<file path="config.mk">
export PLATFORM = sky130hd
export DESIGN_NAME = shift_if_core
export DESIGN_NICKNAME = d
export VERILOG_FILES = /design/src/core/shift_if_pkg.sv /design/src/core/shift_if_fifo.sv /design/src/core/shift_if_core.sv
export SDC_FILE = /design/constraint.sdc
export NUM_CORES = 1
export LEC_CHECK = 0
export CELL_PAD_IN_SITES_DETAIL_PLACEMENT = 1
export CELL_PAD_IN_SITES_GLOBAL_PLACEMENT = 2
export CORE_ASPECT_RATIO = 1.5
export CORE_UTILIZATION = 40
export CTS_BUF_LIST = sky130_fd_sc_hd__clkbuf_4
export DETAILED_ROUTE_END_ITERATION = 12
export DONT_BUFFER_PORTS = 1
export GPL_TIMING_DRIVEN = 0
export PLACE_DENSITY_LB_ADDON = 0.1
export RECOVER_POWER = 50
export REMOVE_ABC_BUFFERS = 1
export SYNTH_ARGS = -nofsm -noshare
export SYNTH_HDL_FRONTEND = slang
export SYNTH_SLANG_ARGS = --single-unit
</file>
<file path="constraint.sdc">
create_clock -name CLK_SYS_I -period 3.3 [get_ports CLK_SYS_I]
set_input_delay 0.66 -clock CLK_SYS_I [delete_from_list [all_inputs] [get_ports CLK_SYS_I]]
set_output_delay 0.66 -clock CLK_SYS_I [all_outputs]
set_load 0.02 [all_outputs]
</file>
<file path="src/core/shift_if_pkg.sv">
package shift_if_pkg;
  // data path widths
  localparam int DATA_W = 8;
  localparam int CNT_W = 4;
  localparam int FIFO_DEPTH = 8;
  localparam logic [CNT_W-1:0] COUNT_MAX = 4'hF;
  localparam logic [DATA_W-1:0] DATA_RESET = 8'h00;
  localparam logic [DATA_W-1:0] BUF_RESET = 8'h00;
  // status register fields
  localparam int ST_START = 7;
  localparam int ST_WRAP = 6;
  localparam int ST_STOP = 5;
  localparam int ST_COLL = 4;
  localparam int ST_CNT_HI = 3;
  // control register fields
  localparam int CR_SIE = 7;
  localparam int CR_OIE = 6;
  localparam int CR_WM_HI = 5;
  localparam int CR_WM_LO = 4;
  localparam int CR_CS_HI = 3;
  localparam int CR_CS_LO = 2;
  localparam int CR_CLK = 1;
  localparam int CR_TC = 0;
  // wire modes in their register order
  typedef enum logic [1:0] {WM_OFF, WM_THREE, WM_TWO, WM_TWO_HOLD} wire_mode_type;
  // clock source codes
  localparam logic [1:0] CS_SOFT = 2'h0;
  localparam logic [1:0] CS_TIMER = 2'h1;
  localparam logic [1:0] CS_EXT_POS = 2'h2;
  localparam logic [1:0] CS_EXT_NEG = 2'h3;
  // data line delay for the start detector
  localparam int SYS_PERIOD_NS = 20;
  localparam int SDA_DLY_MIN_NS = 50;
  localparam int SDA_DLY_MAX_NS = 300;
  localparam int SDA_DLY_CYC = (SDA_DLY_MIN_NS + SYS_PERIOD_NS - 1) / SYS_PERIOD_NS;
endpackage

</file>
<file path="src/core/shift_if_fifo.sv">
`timescale 1ns/10ps
// ==================================================
// received byte queue
module shift_if_fifo #(
  parameter int WIDTH = 8,
  parameter int DEPTH = 8
) (
  input wire logic clk_i,
  input wire logic rst_i,
  input wire logic in_valid_i,
  output logic in_ready_o,
  input wire logic [WIDTH-1:0] in_data_i,
  output logic out_valid_o,
  input wire logic out_ready_i,
  output logic [WIDTH-1:0] out_data_o
);
  localparam int AW = (DEPTH > 1) ? $clog2(DEPTH) : 1;
  localparam logic [AW:0] FULL_CNT = AW'(DEPTH) == 0 ? {1'b1, {AW{1'b0}}} : (AW+1)'(DEPTH);
  localparam logic [AW-1:0] LAST_PTR = AW'(DEPTH - 1);
  logic [WIDTH-1:0] mem_r [DEPTH];
  logic [AW-1:0] wr_ptr_r;
  logic [AW-1:0] rd_ptr_r;
  logic [AW:0] count_r;
  logic push;
  logic pop;
  // honest full and empty
  assign in_ready_o = (count_r != FULL_CNT);
  assign out_valid_o = (count_r != '0);
  assign out_data_o = mem_r[rd_ptr_r];
  assign push = in_valid_i && in_ready_o;
  assign pop = out_valid_o && out_ready_i;
  // storage write
  always_ff @(posedge clk_i) begin
    if (push) begin
      mem_r[wr_ptr_r] <= in_data_i;
    end
  end
  // pointers and fill level
  always_ff @(posedge clk_i or posedge rst_i) begin
    if (rst_i) begin
      wr_ptr_r <= '0;
      rd_ptr_r <= '0;
      count_r <= '0;
    end else begin
      if (push) begin
        wr_ptr_r <= (wr_ptr_r == LAST_PTR) ? '0 : wr_ptr_r + 1'b1;
      end
      if (pop) begin
        rd_ptr_r <= (rd_ptr_r == LAST_PTR) ? '0 : rd_ptr_r + 1'b1;
      end
      if (push && !pop) begin
        count_r <= count_r + 1'b1;
      end else if (pop && !push) begin
        count_r <= count_r - 1'b1;
      end
    end
  end
endmodule // shift_if_fifo

</file>
<file path="src/core/shift_if_core.sv">
`timescale 1ns/10ps
// ==================================================
// universal serial shift interface, device side
module shift_if_core (
  input wire logic CLK_SYS_I,
  input wire logic RST_I,
  input wire logic DATA_WE_I,
  input wire logic STATUS_WE_I,
  input wire logic CONTROL_WE_I,
  input wire logic [shift_if_pkg::DATA_W-1:0] WDATA_I,
  output logic [shift_if_pkg::DATA_W-1:0] SHIFT_DATA_O,
  output logic [shift_if_pkg::DATA_W-1:0] BUFFER_O,
  output logic [shift_if_pkg::DATA_W-1:0] STATUS_O,
  output logic [shift_if_pkg::DATA_W-1:0] CONTROL_O,
  input wire logic TIMER_MATCH_I,
  input wire logic PORT_DATA_I,
  input wire logic DDR_DATA_I,
  input wire logic PORT_CLOCK_I,
  input wire logic DDR_CLOCK_I,
  input wire logic DDR_DO_I,
  input wire logic SERIAL_CLOCK_PIN_I,
  output logic SERIAL_CLOCK_PIN_O,
  output logic SERIAL_CLOCK_PIN_OE_N_O,
  input wire logic SERIAL_IN_PIN_I,
  output logic DATA_LINE_O,
  output logic DATA_LINE_OE_N_O,
  output logic DO_O,
  output logic DO_OE_N_O,
  output logic WAKE_O,
  output logic [shift_if_pkg::DATA_W-1:0] RX_DATA_O,
  output logic RX_VALID_O,
  input wire logic RX_READY_I,
  output logic RX_SPACE_O
);
  import shift_if_pkg::*;

  // ==================================================
  // declarations
  logic clk_meta_r;
  logic clk_sync_r;
  logic clk_prev_r;
  logic din_meta_r;
  logic din_sync_r;
  logic [SDA_DLY_CYC:0] din_dly_r;
  logic [DATA_W-1:0] data_r;
  logic [DATA_W-1:0] data_nxt;
  logic [DATA_W-1:0] buf_r;
  logic [CNT_W-1:0] cnt_r;
  logic start_flag_r;
  logic wrap_flag_r;
  logic stop_flag_r;
  logic start_hold_r;
  logic push_pend_r;
  logic sie_r;
  logic oie_r;
  wire_mode_type wm_r;
  logic [1:0] cs_r;
  logic toggle_r;
  logic latch_r;
  logic latch_q;
  logic latch_open;
  logic clk_rise;
  logic clk_fall;
  logic soft_stb;
  logic shift_stb;
  logic count_stb;
  logic wrap;
  logic two_wire;
  logic start_det;
  logic stop_det;
  logic fifo_ready;
  logic hold;
  logic clock_port;
  logic start_clr;
  logic wrap_clr;
  logic stop_clr;

  // ==================================================
  // pin synchronisers and edge finding
  // two flops per pin, edges from the second stage onward
  always_ff @(posedge CLK_SYS_I or posedge RST_I) begin
    if (RST_I) begin
      clk_meta_r <= 1'b1;
      clk_sync_r <= 1'b1;
      clk_prev_r <= 1'b1;
      din_meta_r <= 1'b1;
      din_sync_r <= 1'b1;
    end else begin
      clk_meta_r <= SERIAL_CLOCK_PIN_I;
      clk_sync_r <= clk_meta_r;
      clk_prev_r <= clk_sync_r;
      din_meta_r <= SERIAL_IN_PIN_I;
      din_sync_r <= din_meta_r;
    end
  end

  // delayed copy of the data line for the start detector
  always_ff @(posedge CLK_SYS_I or posedge RST_I) begin
    if (RST_I) begin
      din_dly_r <= '1;
    end else begin
      din_dly_r <= {din_dly_r[SDA_DLY_CYC-1:0], din_sync_r};
    end
  end

  assign clk_rise = clk_sync_r && !clk_prev_r;
  assign clk_fall = !clk_sync_r && clk_prev_r;
  assign two_wire = (wm_r == WM_TWO) || (wm_r == WM_TWO_HOLD);

  // start and stop seen against the delayed data line
  assign start_det = two_wire && clk_sync_r && din_dly_r[SDA_DLY_CYC]
                     && !din_dly_r[SDA_DLY_CYC-1];
  assign stop_det = two_wire && clk_sync_r && !din_dly_r[SDA_DLY_CYC]
                    && din_dly_r[SDA_DLY_CYC-1];

  // clockless wake: a start level straight off the pins
  assign WAKE_O = two_wire && SERIAL_CLOCK_PIN_I && !SERIAL_IN_PIN_I;

  // ==================================================
  // clock selection
  assign soft_stb = CONTROL_WE_I && WDATA_I[CR_CLK];
  // shift clock from strobe, timer or pin edge, whatever the wire mode
  always_comb begin
    case (cs_r)
      CS_SOFT: shift_stb = soft_stb;
      CS_TIMER: shift_stb = TIMER_MATCH_I;
      CS_EXT_POS: shift_stb = clk_rise;
      CS_EXT_NEG: shift_stb = clk_fall;
      default: shift_stb = 1'b0;
    endcase
  end
  // external source counts every edge
  assign count_stb = cs_r[1] ? (clk_rise || clk_fall) : shift_stb;
  assign wrap = count_stb && !STATUS_WE_I && (cnt_r == COUNT_MAX);

  // ==================================================
  // shift register and buffer
  // cpu write wins over a shift in the same cycle
  always_comb begin
    if (DATA_WE_I) begin
      data_nxt = WDATA_I;
    end else if (shift_stb) begin
      data_nxt = {data_r[DATA_W-2:0], din_sync_r};
    end else begin
      data_nxt = data_r;
    end
  end

  always_ff @(posedge CLK_SYS_I or posedge RST_I) begin
    if (RST_I) begin
      data_r <= DATA_RESET;
    end else begin
      data_r <= data_nxt;
    end
  end

  // completed byte into the read-only copy
  always_ff @(posedge CLK_SYS_I or posedge RST_I) begin
    if (RST_I) begin
      buf_r <= BUF_RESET;
    end else if (wrap) begin
      buf_r <= data_nxt;
    end
  end

  // ==================================================
  // edge counter
  always_ff @(posedge CLK_SYS_I or posedge RST_I) begin
    if (RST_I) begin
      cnt_r <= '0;
    end else if (STATUS_WE_I) begin
      cnt_r <= WDATA_I[ST_CNT_HI:0];
    end else if (count_stb) begin
      cnt_r <= cnt_r + 4'h1;
    end
  end

  // ==================================================
  // flags: set wins over write-one clear
  assign start_clr = STATUS_WE_I && WDATA_I[ST_START];
  assign wrap_clr = STATUS_WE_I && WDATA_I[ST_WRAP];
  assign stop_clr = STATUS_WE_I && WDATA_I[ST_STOP];

  always_ff @(posedge CLK_SYS_I or posedge RST_I) begin
    if (RST_I) begin
      start_flag_r <= 1'b0;
    end else if (start_det) begin
      start_flag_r <= 1'b1;
    end else if (start_clr) begin
      start_flag_r <= 1'b0;
    end
  end

  always_ff @(posedge CLK_SYS_I or posedge RST_I) begin
    if (RST_I) begin
      wrap_flag_r <= 1'b0;
    end else if (wrap) begin
      wrap_flag_r <= 1'b1;
    end else if (wrap_clr) begin
      wrap_flag_r <= 1'b0;
    end
  end

  always_ff @(posedge CLK_SYS_I or posedge RST_I) begin
    if (RST_I) begin
      stop_flag_r <= 1'b0;
    end else if (stop_det) begin
      stop_flag_r <= 1'b1;
    end else if (stop_clr) begin
      stop_flag_r <= 1'b0;
    end
  end

  // ==================================================
  // clock stretching
  // start hold arms at the first falling clock after a start
  always_ff @(posedge CLK_SYS_I or posedge RST_I) begin
    if (RST_I) begin
      start_hold_r <= 1'b0;
    end else if (!start_flag_r || !two_wire) begin
      start_hold_r <= 1'b0;
    end else if (clk_fall) begin
      start_hold_r <= 1'b1;
    end
  end

  // byte waits here while the queue is full
  always_ff @(posedge CLK_SYS_I or posedge RST_I) begin
    if (RST_I) begin
      push_pend_r <= 1'b0;
    end else if (wrap) begin
      push_pend_r <= 1'b1;
    end else if (fifo_ready) begin
      push_pend_r <= 1'b0;
    end
  end

  // any pending hold keeps the clock line low
  assign hold = two_wire && (start_hold_r || wrap_flag_r
                || (push_pend_r && !fifo_ready));

  // ==================================================
  // control register
  always_ff @(posedge CLK_SYS_I or posedge RST_I) begin
    if (RST_I) begin
      sie_r <= 1'b0;
      oie_r <= 1'b0;
      wm_r <= WM_OFF;
      cs_r <= CS_SOFT;
    end else if (CONTROL_WE_I) begin
      sie_r <= WDATA_I[CR_SIE];
      oie_r <= WDATA_I[CR_OIE];
      wm_r <= wire_mode_type'(WDATA_I[CR_WM_HI:CR_WM_LO]);
      cs_r <= WDATA_I[CR_CS_HI:CR_CS_LO];
    end
  end

  // clock pin toggle strobe flips the effective port level
  always_ff @(posedge CLK_SYS_I or posedge RST_I) begin
    if (RST_I) begin
      toggle_r <= 1'b0;
    end else if (CONTROL_WE_I && WDATA_I[CR_TC]) begin
      toggle_r <= !toggle_r;
    end
  end
  assign clock_port = PORT_CLOCK_I ^ toggle_r;

  // ==================================================
  // output latch on bit 7
  // open in the half cycle before the sample edge, always for internal clock
  assign latch_open = !cs_r[1] || (clk_sync_r == cs_r[0]);
  assign latch_q = latch_open ? data_r[DATA_W-1] : latch_r;

  always_ff @(posedge CLK_SYS_I or posedge RST_I) begin
    if (RST_I) begin
      latch_r <= 1'b1;
    end else begin
      latch_r <= latch_q;
    end
  end

  // ==================================================
  // pins
  // data line open drain, pulled low by latch or port bit
  assign DATA_LINE_O = 1'b0;
  assign DATA_LINE_OE_N_O = !(two_wire && DDR_DATA_I
                              && (!latch_q || !PORT_DATA_I));
  // three-wire data out push-pull
  assign DO_O = latch_q;
  assign DO_OE_N_O = !((wm_r == WM_THREE) && DDR_DO_I);
  // clock line: open drain in two-wire, push-pull otherwise
  assign SERIAL_CLOCK_PIN_O = two_wire ? 1'b0 : clock_port;
  assign SERIAL_CLOCK_PIN_OE_N_O = two_wire ? !(hold || (DDR_CLOCK_I && !clock_port))
                                            : !DDR_CLOCK_I;

  // ==================================================
  // register read side
  assign SHIFT_DATA_O = data_r;
  assign BUFFER_O = buf_r;
  assign STATUS_O = {start_flag_r, wrap_flag_r, stop_flag_r,
                     two_wire && (data_r[DATA_W-1] != din_sync_r), cnt_r};
  assign CONTROL_O = {sie_r, oie_r, wm_r, cs_r, 2'h0};
  assign RX_SPACE_O = fifo_ready;

  // ==================================================
  // received byte queue
  shift_if_fifo #(
    .WIDTH(DATA_W),
    .DEPTH(FIFO_DEPTH)
  ) u_fifo (
    .clk_i(CLK_SYS_I),
    .rst_i(RST_I),
    .in_valid_i(push_pend_r),
    .in_ready_o(fifo_ready),
    .in_data_i(buf_r),
    .out_valid_o(RX_VALID_O),
    .out_ready_i(RX_READY_I),
    .out_data_o(RX_DATA_O)
  );
endmodule // shift_if_core

</file>
After elaboration in Yosys (flattened, before gate mapping). Memories as Yosys holds them, arrays and structs flattened. Cells that the tools add are included.

Logic and storage cells: 131. Bits in registers: 52. Memories: 1. RAM bits: 64.

Eq/ne operators: 12. Bitwise gates (word level): 1. $add $sub $neg: 5. Mux-type cells: 25. Reduce and logical (&&, ||, !) cells: 64.

Memories: u_fifo.mem_r (depth 8, width 8, read ports 1, clocked after Yosys merged registers in 0, write ports 1, line shift_if_fifo.sv:20) `logic [WIDTH-1:0] mem_r [DEPTH];`.

Operators with widths (number): $logic_and A1 B1 Y1 (27); $logic_not A1 Y1 (20); $mux W1 (16); $mux W4 (4); $mux W8 (2); $reduce_bool A2 Y1 (7); $add A4 B1 Y4 const B (2); $eq A2 B2 Y1 const B (4); $logic_or A1 B1 Y1 (8); $add A3 B1 Y3 const B (2); $eq A3 B3 Y1 const B (2); $mux W3 (2); $eq A2 B1 Y1 const B (2); $eq A4 B4 Y1 const B (1); $ne A4 B4 Y1 const B (1); $pmux W1 S4 (1); $reduce_bool A4 Y1 (1); $sub A4 B1 Y4 const B (1); $logic_not A2 Y1 (1); $eq A1 B1 Y1 (1); $ne A1 B1 Y1 (1); $xor A1 B1 Y1 (1).

Depth between registers and ports, before layout. Gate-level depths: netlist of the first run.

Word-level depth: 8. Depth in mapped cells: 10. Mapped depth without buffers: 10.

Hierarchy. Synthesis of the first run repeated with hierarchy kept, for this count alone.

Cells, all modules: 339. Area, all modules: 5213.8 um^2.

By module, submodules not included: shift_if_fifo (times used 1, cells each 156, area each 3149.3 um^2); shift_if_core (times used 1, cells each 183, area each 2064.5 um^2).

Least setup slack after synthesis of the first run. Ideal clock, no wire load.

Path kind: register -> register. Start: reg u_fifo.count_r[0]. End: reg u_fifo.count_r[3]. Data arrival time: 2.539 ns. Slack: 0.681 ns. Cell stages (with the launch flop): 11. Cell sequence: dfrtp_1 > or4b_1 > nand2_1 > inv_2 > ha_1 > inv_1 > ha_1 > a21o_1 > a21oi_1 > mux2i_1 > xnor2_1.

Cells in the longest elaborated chain, start to end: 5. Elaborated cells on any way between the ends: 13. Classes of those cells: add/sub (2); eq/ne (1); mux (2); reduce/logical (8).

RTL lines: from (decl) (line shift_if_fifo.sv:23) `logic [AW:0] count_r;`; from (signal assigned) (line shift_if_fifo.sv:52) `count_r <= count_r + 1'b1;`; from (signal assigned) (line shift_if_fifo.sv:54) `count_r <= count_r - 1'b1;`; $ne A4 B4 Y1 (*) (line shift_if_fifo.sv:27) `assign in_ready_o = (count_r != FULL_CNT);`; via RX_SPACE_O (line shift_if_core.sv:33) `output logic RX_SPACE_O`; $logic_and A1 B1 Y1 (*) (line shift_if_fifo.sv:30) `assign push = in_valid_i && in_ready_o;`; via u_fifo.push (line shift_if_fifo.sv:24) `logic push;`; $logic_not A1 Y1 (line shift_if_fifo.sv:53) `end else if (pop && !push) begin`; $logic_and A1 B1 Y1 (line shift_if_fifo.sv:53); $reduce_bool A2 Y1 (no source line).

The timed path passes the listed nets; every way through them passes the cells marked *. The select of a mux whose other input is x is not followed. A chain may end at the register's enable or synchronous reset.

Worst setup path after layout of the first run.
Start: reg u_fifo.rd_ptr_r[0]. End: out RX_DATA_O[7] (netlist bit).

Cells in the longest elaborated chain, start to end: 1.

RTL lines: from (decl) (line shift_if_fifo.sv:22) `logic [AW-1:0] rd_ptr_r;`; from (signal assigned) (line shift_if_fifo.sv:49) `rd_ptr_r <= (rd_ptr_r == LAST_PTR) ? '0 : rd_ptr_r + 1'b1;`; $mem_v2 Z8 W8; to (decl) (line shift_if_core.sv:30) `output logic [shift_if_pkg::DATA_W-1:0] RX_DATA_O,`.

Every way passes these cells.

==> run summary, run 1 <==
OUTCOME
-------------------------------------------------------------------------------------
Status                                                                   finished, final reports clean

TIMING
-------------------------------------------------------------------------------------
Setup clock skew after layout                                               0.0141 ns
Max-slew headroom                                                               22.0%
Final Max Slew Viols                                                                0
Total Negative Setup Slacks                                                      0 ns
Transition time of the tightest slew-check pin                                1.17 ns
Hold Slack                                                                   0.157 ns
Final Critical Period                                                         2.88 ns
Total of endpoints with negative setup slack in the final report                    0
Maximum frequency from static timing analysis                                 347 MHz
Final hold violation count                                                          0
Final cycle utilization of the critical path                                    87.4%
Unrepaired setup endpoints after global routing                                 false
Post-route worst setup slack                                                 0.416 ns

LOGIC SYNTHESIS
-------------------------------------------------------------------------------------
Commonest cells in the netlist                                           edfxtp_1 (64), dfrtp_1 (42), nand2_1 (31), mux2i_1 (20), mux2_2 (17)
Top cells by area in the synthesized netlist                             edfxtp_1 (38%), dfrtp_1 (21%), mux4_2 (7.1%), dfstp_2 (5.2%), mux2i_1 (3.9%)
Synth Flop Type                                                              edfxtp_1
Portion of synthesized cell area occupied by the leading cell type              37.9%
Post-synthesis sequential element count                                           116
Synth Cell Area                                                              5070 um2
Mean cell area of the mapped netlist                                         15.1 um2
Top-count cell post-synth                                                    edfxtp_1
Post-synthesis cell count                                                         336
Count of flip-flops with a built-in enable after synthesis                         64
Number of warning messages in the yosys log                                         0
Sequential fraction of the synthesis area                                       63.8%
Async SR Flop Fraction                                                          44.8%
Number of different library cells in the post-synthesis netlist                    45
Post-synth top area cell                                                     edfxtp_1

DRT
-------------------------------------------------------------------------------------
Count of routing violations after the opening detailed-route iteration             88
Post-route DRC violation count                                                      0
Detailed-router iteration count before antenna repair                               4
Total vias in the final route                                                    2686
Final wirelength                                                              10.2 mm
Average routed wire per standard cell                                         20.2 um
Via density                                                                      5.31
Number of antenna-violating nets in the routed design                               0

WORST SETUP PATH
-------------------------------------------------------------------------------------
Critical Path End                                                        RX_DATA_O[7]
Worst path arrival time                                                       2.22 ns
Number of buffers and inverters on the critical path                                0
Critical path depth                                                                 2
Top Family by Delay on Critical Path                                     multiplexers
Reg2reg setup slack                                                           0.45 ns
Kind of start point of the critical path                                     register
WP data required                                                              2.64 ns
Kind of capture point of the worst setup path                              output pin
Max stage delay cell, worst path                                              dfrtp_2
Cells traversed along the worst timing path                              mux4_2, mux2_2
Critical setup path kind                                                      reg2out
Reg2reg path depth                                                                 10
Crit path largest cell delay                                                  0.78 ns
R2r endpoint                                                             u_fifo.count_r[3]$_DFFE_PP0P_
Origin of the worst setup path                                           u_fifo.rd_ptr_r[0]$_DFFE_PP0P_
Origin of the critical flop-to-flop path                                 u_fifo.count_r[0]$_DFFE_PP0P_
Maximum fanout along the worst path                                                19

DIE
-------------------------------------------------------------------------------------
Starting density of the core                                                    40.9%
Chip width                                                                    93.9 um
Area of the core                                                            12400 um2
Die Height                                                                     140 um
Ports placed on the boundary                                                       71
Row Count                                                                          50
Total die area                                                              13100 um2

LAYOUT
-------------------------------------------------------------------------------------
Nets                                                                              369
Sequential standard cell area                                                3240 um2
Area overhead of the layout relative to synthesis                               7.36%
Total area of multi-input combinational cells                                1650 um2
Fraction of layout cells with a size suffix above 1                             24.6%
Number of fill cells                                                             1277

GLOBAL ROUTE
-------------------------------------------------------------------------------------
Pin count of the biggest net entering global routing                               42
Antenna violations before repair                                                    1
Overall fraction of global-route tracks in use                                  17.5%
Overall overflow remaining after global route                                       0
Via count of the first global-routing pass                                       3055
Wire length of the first global-routing pass                                  16.6 mm

PWR
-------------------------------------------------------------------------------------
Internal Dissipation                                                        0.00280 W
Max VDD drop                                                               0.000260 V
Net switching power of the design                                           0.00139 W
Net switching share of the total power                                          33.2%
Logic pwr share                                                                 21.0%
Leakage power of the design                                                   2.14 nW
Power, Total                                                                0.00419 W
Pwr per Cell Area                                                          770 nW/um2
Sequential group share of total power                                           53.7%
Share of power burned in the clock network                                      25.3%

CLOCKING
-------------------------------------------------------------------------------------
Max Root-Sink Buffers                                                               2
Insertion delay of the later-clocked pin in the worst-skew pair               0.49 ns
CTS HTree Levels                                                                    4
TritonCTS clock tree                                                              yes
Cts bufs inserted                                                                  17
Clock Pin Slew Worst Setup and Hold Paths                                     0.10 ns
Count of clock tree sinks                                                         116
Root buffer cell                                                             clkbuf_4
Post-CTS repair timing setup buffer count                                           0

PLACEMENT
-------------------------------------------------------------------------------------
Global placement routability congestion                                         0.756
Worst setup slack before clock tree synthesis                                0.446 ns
HPWL after detailed placement                                                 7.30 mm
Count of input and output buffers                                                   0

MIN PATH
-------------------------------------------------------------------------------------
Worst min-delay path class                                                     in2reg
WHS Path Cells                                                                      0

FLOW RUN
-------------------------------------------------------------------------------------
Number of violations of the max-capacitance limit                                   0

## placed cells by master (no fill, tap or decap), types with 3 or more instances in the layout
master / count
mux4_2: 16
o211ai_2: 8
nand2b_1: 4
mux2i_1: 20
xnor2_1: 8
clkinv_2: 4
nor2_1: 12
dfrtp_1: 41
a21o_1: 3
o21ai_0: 13
nand2_1: 31
edfxtp_1: 64
inv_1: 13
dfstp_1: 3
clkbuf_4: 21
dfstp_2: 7
conb_1: 3
o21ai_1: 3
nand4_1: 8
bufinv_16: 3
mux2_2: 16
ha_1: 10
## stage by stage
step	area (um2)	utilization, %	instances
global placement	5120	41.3	471
detailed placement	5140	41.5	472
CTS	5440	43.9	505
floorplan	4920	-	315
global route	5440	43.9	506
finish	5440	43.9	506
## worst register-to-register path, cell delays in order, from the launching register on
cell     delay [ns]
dfrtp_1        0.47
or4b_1         0.70
nand2_1        0.23
inv_2          0.08
ha_1           0.20
inv_1          0.13
ha_1           0.25
a21o_1         0.17
a21oi_1        0.19
mux2i_1        0.24
xnor2_1        0.13
## layout make-up
class,count,area share (%)
Antenna cell,1,0.0460
Clock inverter,11,2.48
Timing Repair Buffer,2,0.276
Inverter,14,0.966
Tap cell,156,3.59
Sequential cell,116,59.5
Clock buffer,21,2.90
Multi-Input combinational cell,185,30.3
## timing repair
action / CTS / global route
hold buffers: 1 / 0
setup endpoints to repair: 8 / 0
endpoints found under the hold margin: 7 / 0
resized for setup: 1 / 0
## per-layer routing
layer / part of all wire [%] / track usage, % / up-vias / routed length [um]
met5: 0 / 0 / - / 0
met4: 1.4 / 6.07 / 0 / 140
met3: 5.3 / 5.79 / 10 / 543
met2: 55 / 31.5 / 60 / 5610
met1: 39 / 18.7 / 1372 / 3950
li1: - / - / 1244 / -
## kinds of logic (layout without fill, tap and decap cells)
logic type	count (synthesis)	in the layout	synth area share (%)
xor gates and xnor gates	10	10	1.73
AOI/OAI and AO/OA	37	37	5.78
DFF	116	116	63.8
and+or+nand+nor	71	71	6.86
other	1	4	0.0740
muxes	53	53	14.8
buffers and inverters	37	48	4.02
adders and majority gates	11	11	2.86
## worst min path at each step
stage	start	to
floorplan	clk_meta_r$_DFF_PP1_	clk_sync_r$_DFF_PP1_
global placement	clk_meta_r$_DFF_PP1_	clk_sync_r$_DFF_PP1_
detailed placement	clk_meta_r$_DFF_PP1_	clk_sync_r$_DFF_PP1_
CTS	SERIAL_IN_PIN_I	din_meta_r$_DFF_PP1_
global route	SERIAL_IN_PIN_I	din_meta_r$_DFF_PP1_
finish	SERIAL_IN_PIN_I	din_meta_r$_DFF_PP1_
## state kept, by name, indices dropped and copies added (netlist names), 2 cells and up
name             flops
wm_r                 2
BUFFER_O             8
u_fifo.count_r       4
SHIFT_DATA_O         8
cnt_r                4
cs_r                 2
u_fifo.wr_ptr_r      3
u_fifo.rd_ptr_r      3
din_dly_r            4
u_fifo.mem_r        64
## power groups by stage
stage	combinational [W]	sequential, W	clock (W)
6_report	0.000881	0.00225	0.00106
5_1_grt	0.000969	0.00232	0.00115
4_1_cts	0.000905	0.00227	0.00110
3_5_place_dp	0.000901	0.00230	0
3_3_place_gp	0.000882	0.00229	0
2_1_floorplan	0.000776	0.00215	0
Power figures use the tool's default switching activity.
==> run 2, diff against run 1 <==
--- a/config.mk
+++ b/config.mk
@@ -9,7 +9,6 @@
 export CELL_PAD_IN_SITES_GLOBAL_PLACEMENT = 2
 export CORE_ASPECT_RATIO = 1.5
 export CORE_UTILIZATION = 40
-export CTS_BUF_LIST = sky130_fd_sc_hd__clkbuf_4
 export DETAILED_ROUTE_END_ITERATION = 12
 export DONT_BUFFER_PORTS = 1
 export GPL_TIMING_DRIVEN = 0
==> run 2 against run 1 <==
Clock power increased by 69%. Critical path type is now reg2reg. The flow now finishes with violations (max-capacitance violations, max-slew violations). Highest routed layer unchanged. Final area increased by 5.2%. Sequential cell count unchanged.
==> run summary, run 2 (synthesis results as in run 1) <==
TIMING
-------------------------------------------------------------------------------------
Total Negative Setup Slacks                                                      0 ns   unchanged
Max-slew headroom                                                              -29.5%   was 22.0%
Final hold violation count                                                          0   unchanged
Setup clock skew after layout                                              0.00741 ns   was 0.0141 ns
Total of endpoints with negative setup slack in the final report                    0   unchanged
Unrepaired setup endpoints after global routing                                 false   unchanged
Hold Slack                                                                   0.151 ns   was 0.157 ns
Transition time of the tightest slew-check pin                                1.94 ns   was 1.17 ns
Maximum frequency from static timing analysis                                 351 MHz   was 347 MHz
Final Critical Period                                                         2.85 ns   was 2.88 ns
Final cycle utilization of the critical path                                    86.5%   was 87.4%
Final Max Slew Viols                                                               42   was 0

LAYOUT
-------------------------------------------------------------------------------------
Antenna Diode Count                                                                 0   was 1
Top register by number of flip-flops                                     u_fifo.mem_r   unchanged
Most common cell after layout, fill and taps aside                           edfxtp_1   unchanged
Final standard cell count with taps included and fillers excluded                 504   was 506
Number of flip-flops under the largest register name                               64   unchanged
Fraction of layout cells with a size suffix above 1                             23.6%   was 24.6%
Most used cells in the layout excluding fill and tap cells               edfxtp_1 (64), dfrtp_1 (41), nand2_1 (31)   unchanged
Area overhead of the layout relative to synthesis                               12.9%   was 7.36%
Number of fill cells                                                             1232   was 1277
Nets                                                                              368   was 369

WORST SETUP PATH
-------------------------------------------------------------------------------------
Crit path top cell by count                                                      ha_1
WP data required                                                              3.62 ns   was 2.64 ns
Cells traversed along the worst timing path                              or4b_1, nand2_1, inv_2, ha_1, inv_1, ha_1, a21o_1, a21oi_1, mux2i_1, xnor2_1   was mux4_2, mux2_2
Kind of start point of the critical path                                     register   unchanged
Critical setup path kind                                                      reg2reg   was reg2out
Crit path largest cell delay                                                  0.70 ns   was 0.78 ns
Worst path arrival time                                                       3.17 ns   was 2.22 ns
Max stage delay cell, worst path                                               or4b_1   was dfrtp_2
Maximum fanout along the worst path                                                 6   was 19
Kind of capture point of the worst setup path                                register   was output pin

PLACEMENT
-------------------------------------------------------------------------------------
Global placement routability congestion                                         0.756   unchanged
Cells after DPL                                                                   472   unchanged
HPWL after detailed placement                                                 7.30 mm   unchanged
Count of input and output buffers                                                   0   unchanged

GLOBAL ROUTE
-------------------------------------------------------------------------------------
Overall fraction of global-route tracks in use                                  17.8%   was 17.5%
Pin count of the biggest net entering global routing                               42   unchanged
Antenna violations before repair                                                    0   was 1
Wire length of the first global-routing pass                                  16.7 mm   was 16.6 mm
Via count of the first global-routing pass                                       3068   was 3055
Overall overflow remaining after global route                                       0   unchanged

CLOCKING
-------------------------------------------------------------------------------------
CTS HTree Levels                                                                    4   unchanged
Root buffer cell                                                            clkbuf_16   was clkbuf_4
Clock Pin Slew Worst Setup and Hold Paths                                     0.05 ns   was 0.10 ns
Cts bufs inserted                                                                  17   unchanged
TritonCTS clock tree                                                              yes   unchanged
Count of clock tree sinks                                                         116   unchanged
Insertion delay of the later-clocked pin in the worst-skew pair               0.40 ns   was 0.49 ns
Max Root-Sink Buffers                                                               2   unchanged
Post-CTS repair timing setup buffer count                                           0   unchanged
Number of buffers inserted by hold repair at cts                                    0   was 1

OUTCOME
-------------------------------------------------------------------------------------
Violated checks                                                          max-capacitance violations, max-slew violations
Status                                                                   finished with violations   was finished, final reports clean

PWR
-------------------------------------------------------------------------------------
Pwr per Cell Area                                                          860 nW/um2   was 770 nW/um2
Leakage power of the design                                                   2.26 nW   was 2.14 nW
Logic pwr share                                                                 17.9%   was 21.0%
Share of power burned in the clock network                                      36.3%   was 25.3%
Net switching power of the design                                           0.00150 W   was 0.00139 W
Sequential group share of total power                                           45.8%   was 53.7%
Net switching share of the total power                                          30.4%   was 33.2%
Max VDD drop                                                               0.000385 V   was 0.000260 V
Internal Dissipation                                                        0.00342 W   was 0.00280 W

DIE
-------------------------------------------------------------------------------------
Area of the core                                                            12400 um2   unchanged
Total die area                                                              13100 um2   unchanged
Ports placed on the boundary                                                       71   unchanged
Starting density of the core                                                    40.9%   unchanged
Die Height                                                                     140 um   unchanged
Chip width                                                                    93.9 um   unchanged
Row Count                                                                          50   unchanged

FLOW RUN
-------------------------------------------------------------------------------------
Number of violations of the max-capacitance limit                                   1   was 0

DRT
-------------------------------------------------------------------------------------
Count of routing violations after the opening detailed-route iteration             91   was 88
Via density                                                                      5.32   was 5.31
Detailed-router iteration count before antenna repair                               4   unchanged
Number of antenna-violating nets in the routed design                               0   unchanged
Final wirelength                                                              10.3 mm   was 10.2 mm
Average routed wire per standard cell                                         20.5 um   was 20.2 um
Post-route DRC violation count                                                      0   unchanged
Total vias in the final route                                                    2682   was 2686

MIN PATH
-------------------------------------------------------------------------------------
Worst min-delay path class                                                   in2async   was in2reg

## run 2: layout make-up
class	count	area [um2]	share of cell area, %
Clock inverter	9	101	1.77
Clock buffer	23	479	8.37
Multi-Input combinational cell	185	1650	28.8
Tap cell	156	195	3.41
Inverter	14	52.6	0.918
Sequential cell	116	3240	56.5
Timing Repair Buffer	1	12.5	0.219
## run 2: metrics by stage
step	cell area [um2]	power [W]	setup WS, ns	util, %
floorplan	4920	0.00293	0.681	-
global placement	5120	0.00317	0.445	41.3
detailed placement	5140	0.00320	0.446	41.5
CTS	5720	0.00501	0.0300	46.2
global route	5720	0.00517	0.299	46.2
finish	5720	0.00492	0.447	46.2
## run 2: final timing paths
path | start | endpoint | slack, ns | depth (start not counted)
setup reg to reg | u_fifo.count_r[0]$_DFFE_PP0P_ | u_fifo.count_r[3]$_DFFE_PP0P_ | 0.45 | 10
max in group asynchronous | RST_I | BUFFER_O[6]$_DFFE_PP0P_ | 0.85 | 2
setup / recovery | u_fifo.count_r[0]$_DFFE_PP0P_ | u_fifo.count_r[3]$_DFFE_PP0P_ | 0.45 | 10
hold / removal | RST_I | u_fifo.count_r[1]$_DFFE_PP0P_ | 0.15 | 1
hold reg to reg | din_dly_r[0]$_DFF_PP1_ | din_dly_r[1]$_DFF_PP1_ | 0.35 | 0
min in group CLK_SYS_I | SERIAL_IN_PIN_I | din_meta_r$_DFF_PP1_ | 0.25 | 0
## run 2: worst max-delay path: cells and delay by family (launching register included)
family | cells | cell delay, ns
buffers and inverters | 2 | 0.21
flip-flops | 1 | 0.45
XOR/XNOR | 1 | 0.14
adder cells (fa/ha/maj) | 2 | 0.45
AO/OA/AOI/OAI | 2 | 0.36
multiplexers | 1 | 0.24
AND/OR/NAND/NOR | 2 | 0.93
## run 2: repair_timing
action / 4_1_cts / 5_1_grt
resized for setup: 0 / 1
setup endpoints to repair: 0 / 8
hold endpoints to repair: 0 / 0
## run 2: power groups by stage
stage          Clock [W]  Combinational (W)  Sequential (W)
2_1_floorplan          0           0.000776         0.00215
3_3_place_gp           0           0.000882         0.00229
3_5_place_dp           0           0.000901         0.00230
4_1_cts          0.00183           0.000908         0.00228
5_1_grt          0.00188           0.000968         0.00232
6_report         0.00179           0.000881         0.00225
## run 2: layer usage
metal | global-route usage, % | routed length (um) | vias up
li1 | - | - | 1237
met5 | 0 | 0 | -
met2 | 31.2 | 5660 | 67
met1 | 19.1 | 4000 | 1366
met3 | 6.67 | 538 | 12
met4 | 6.64 | 146 | 0
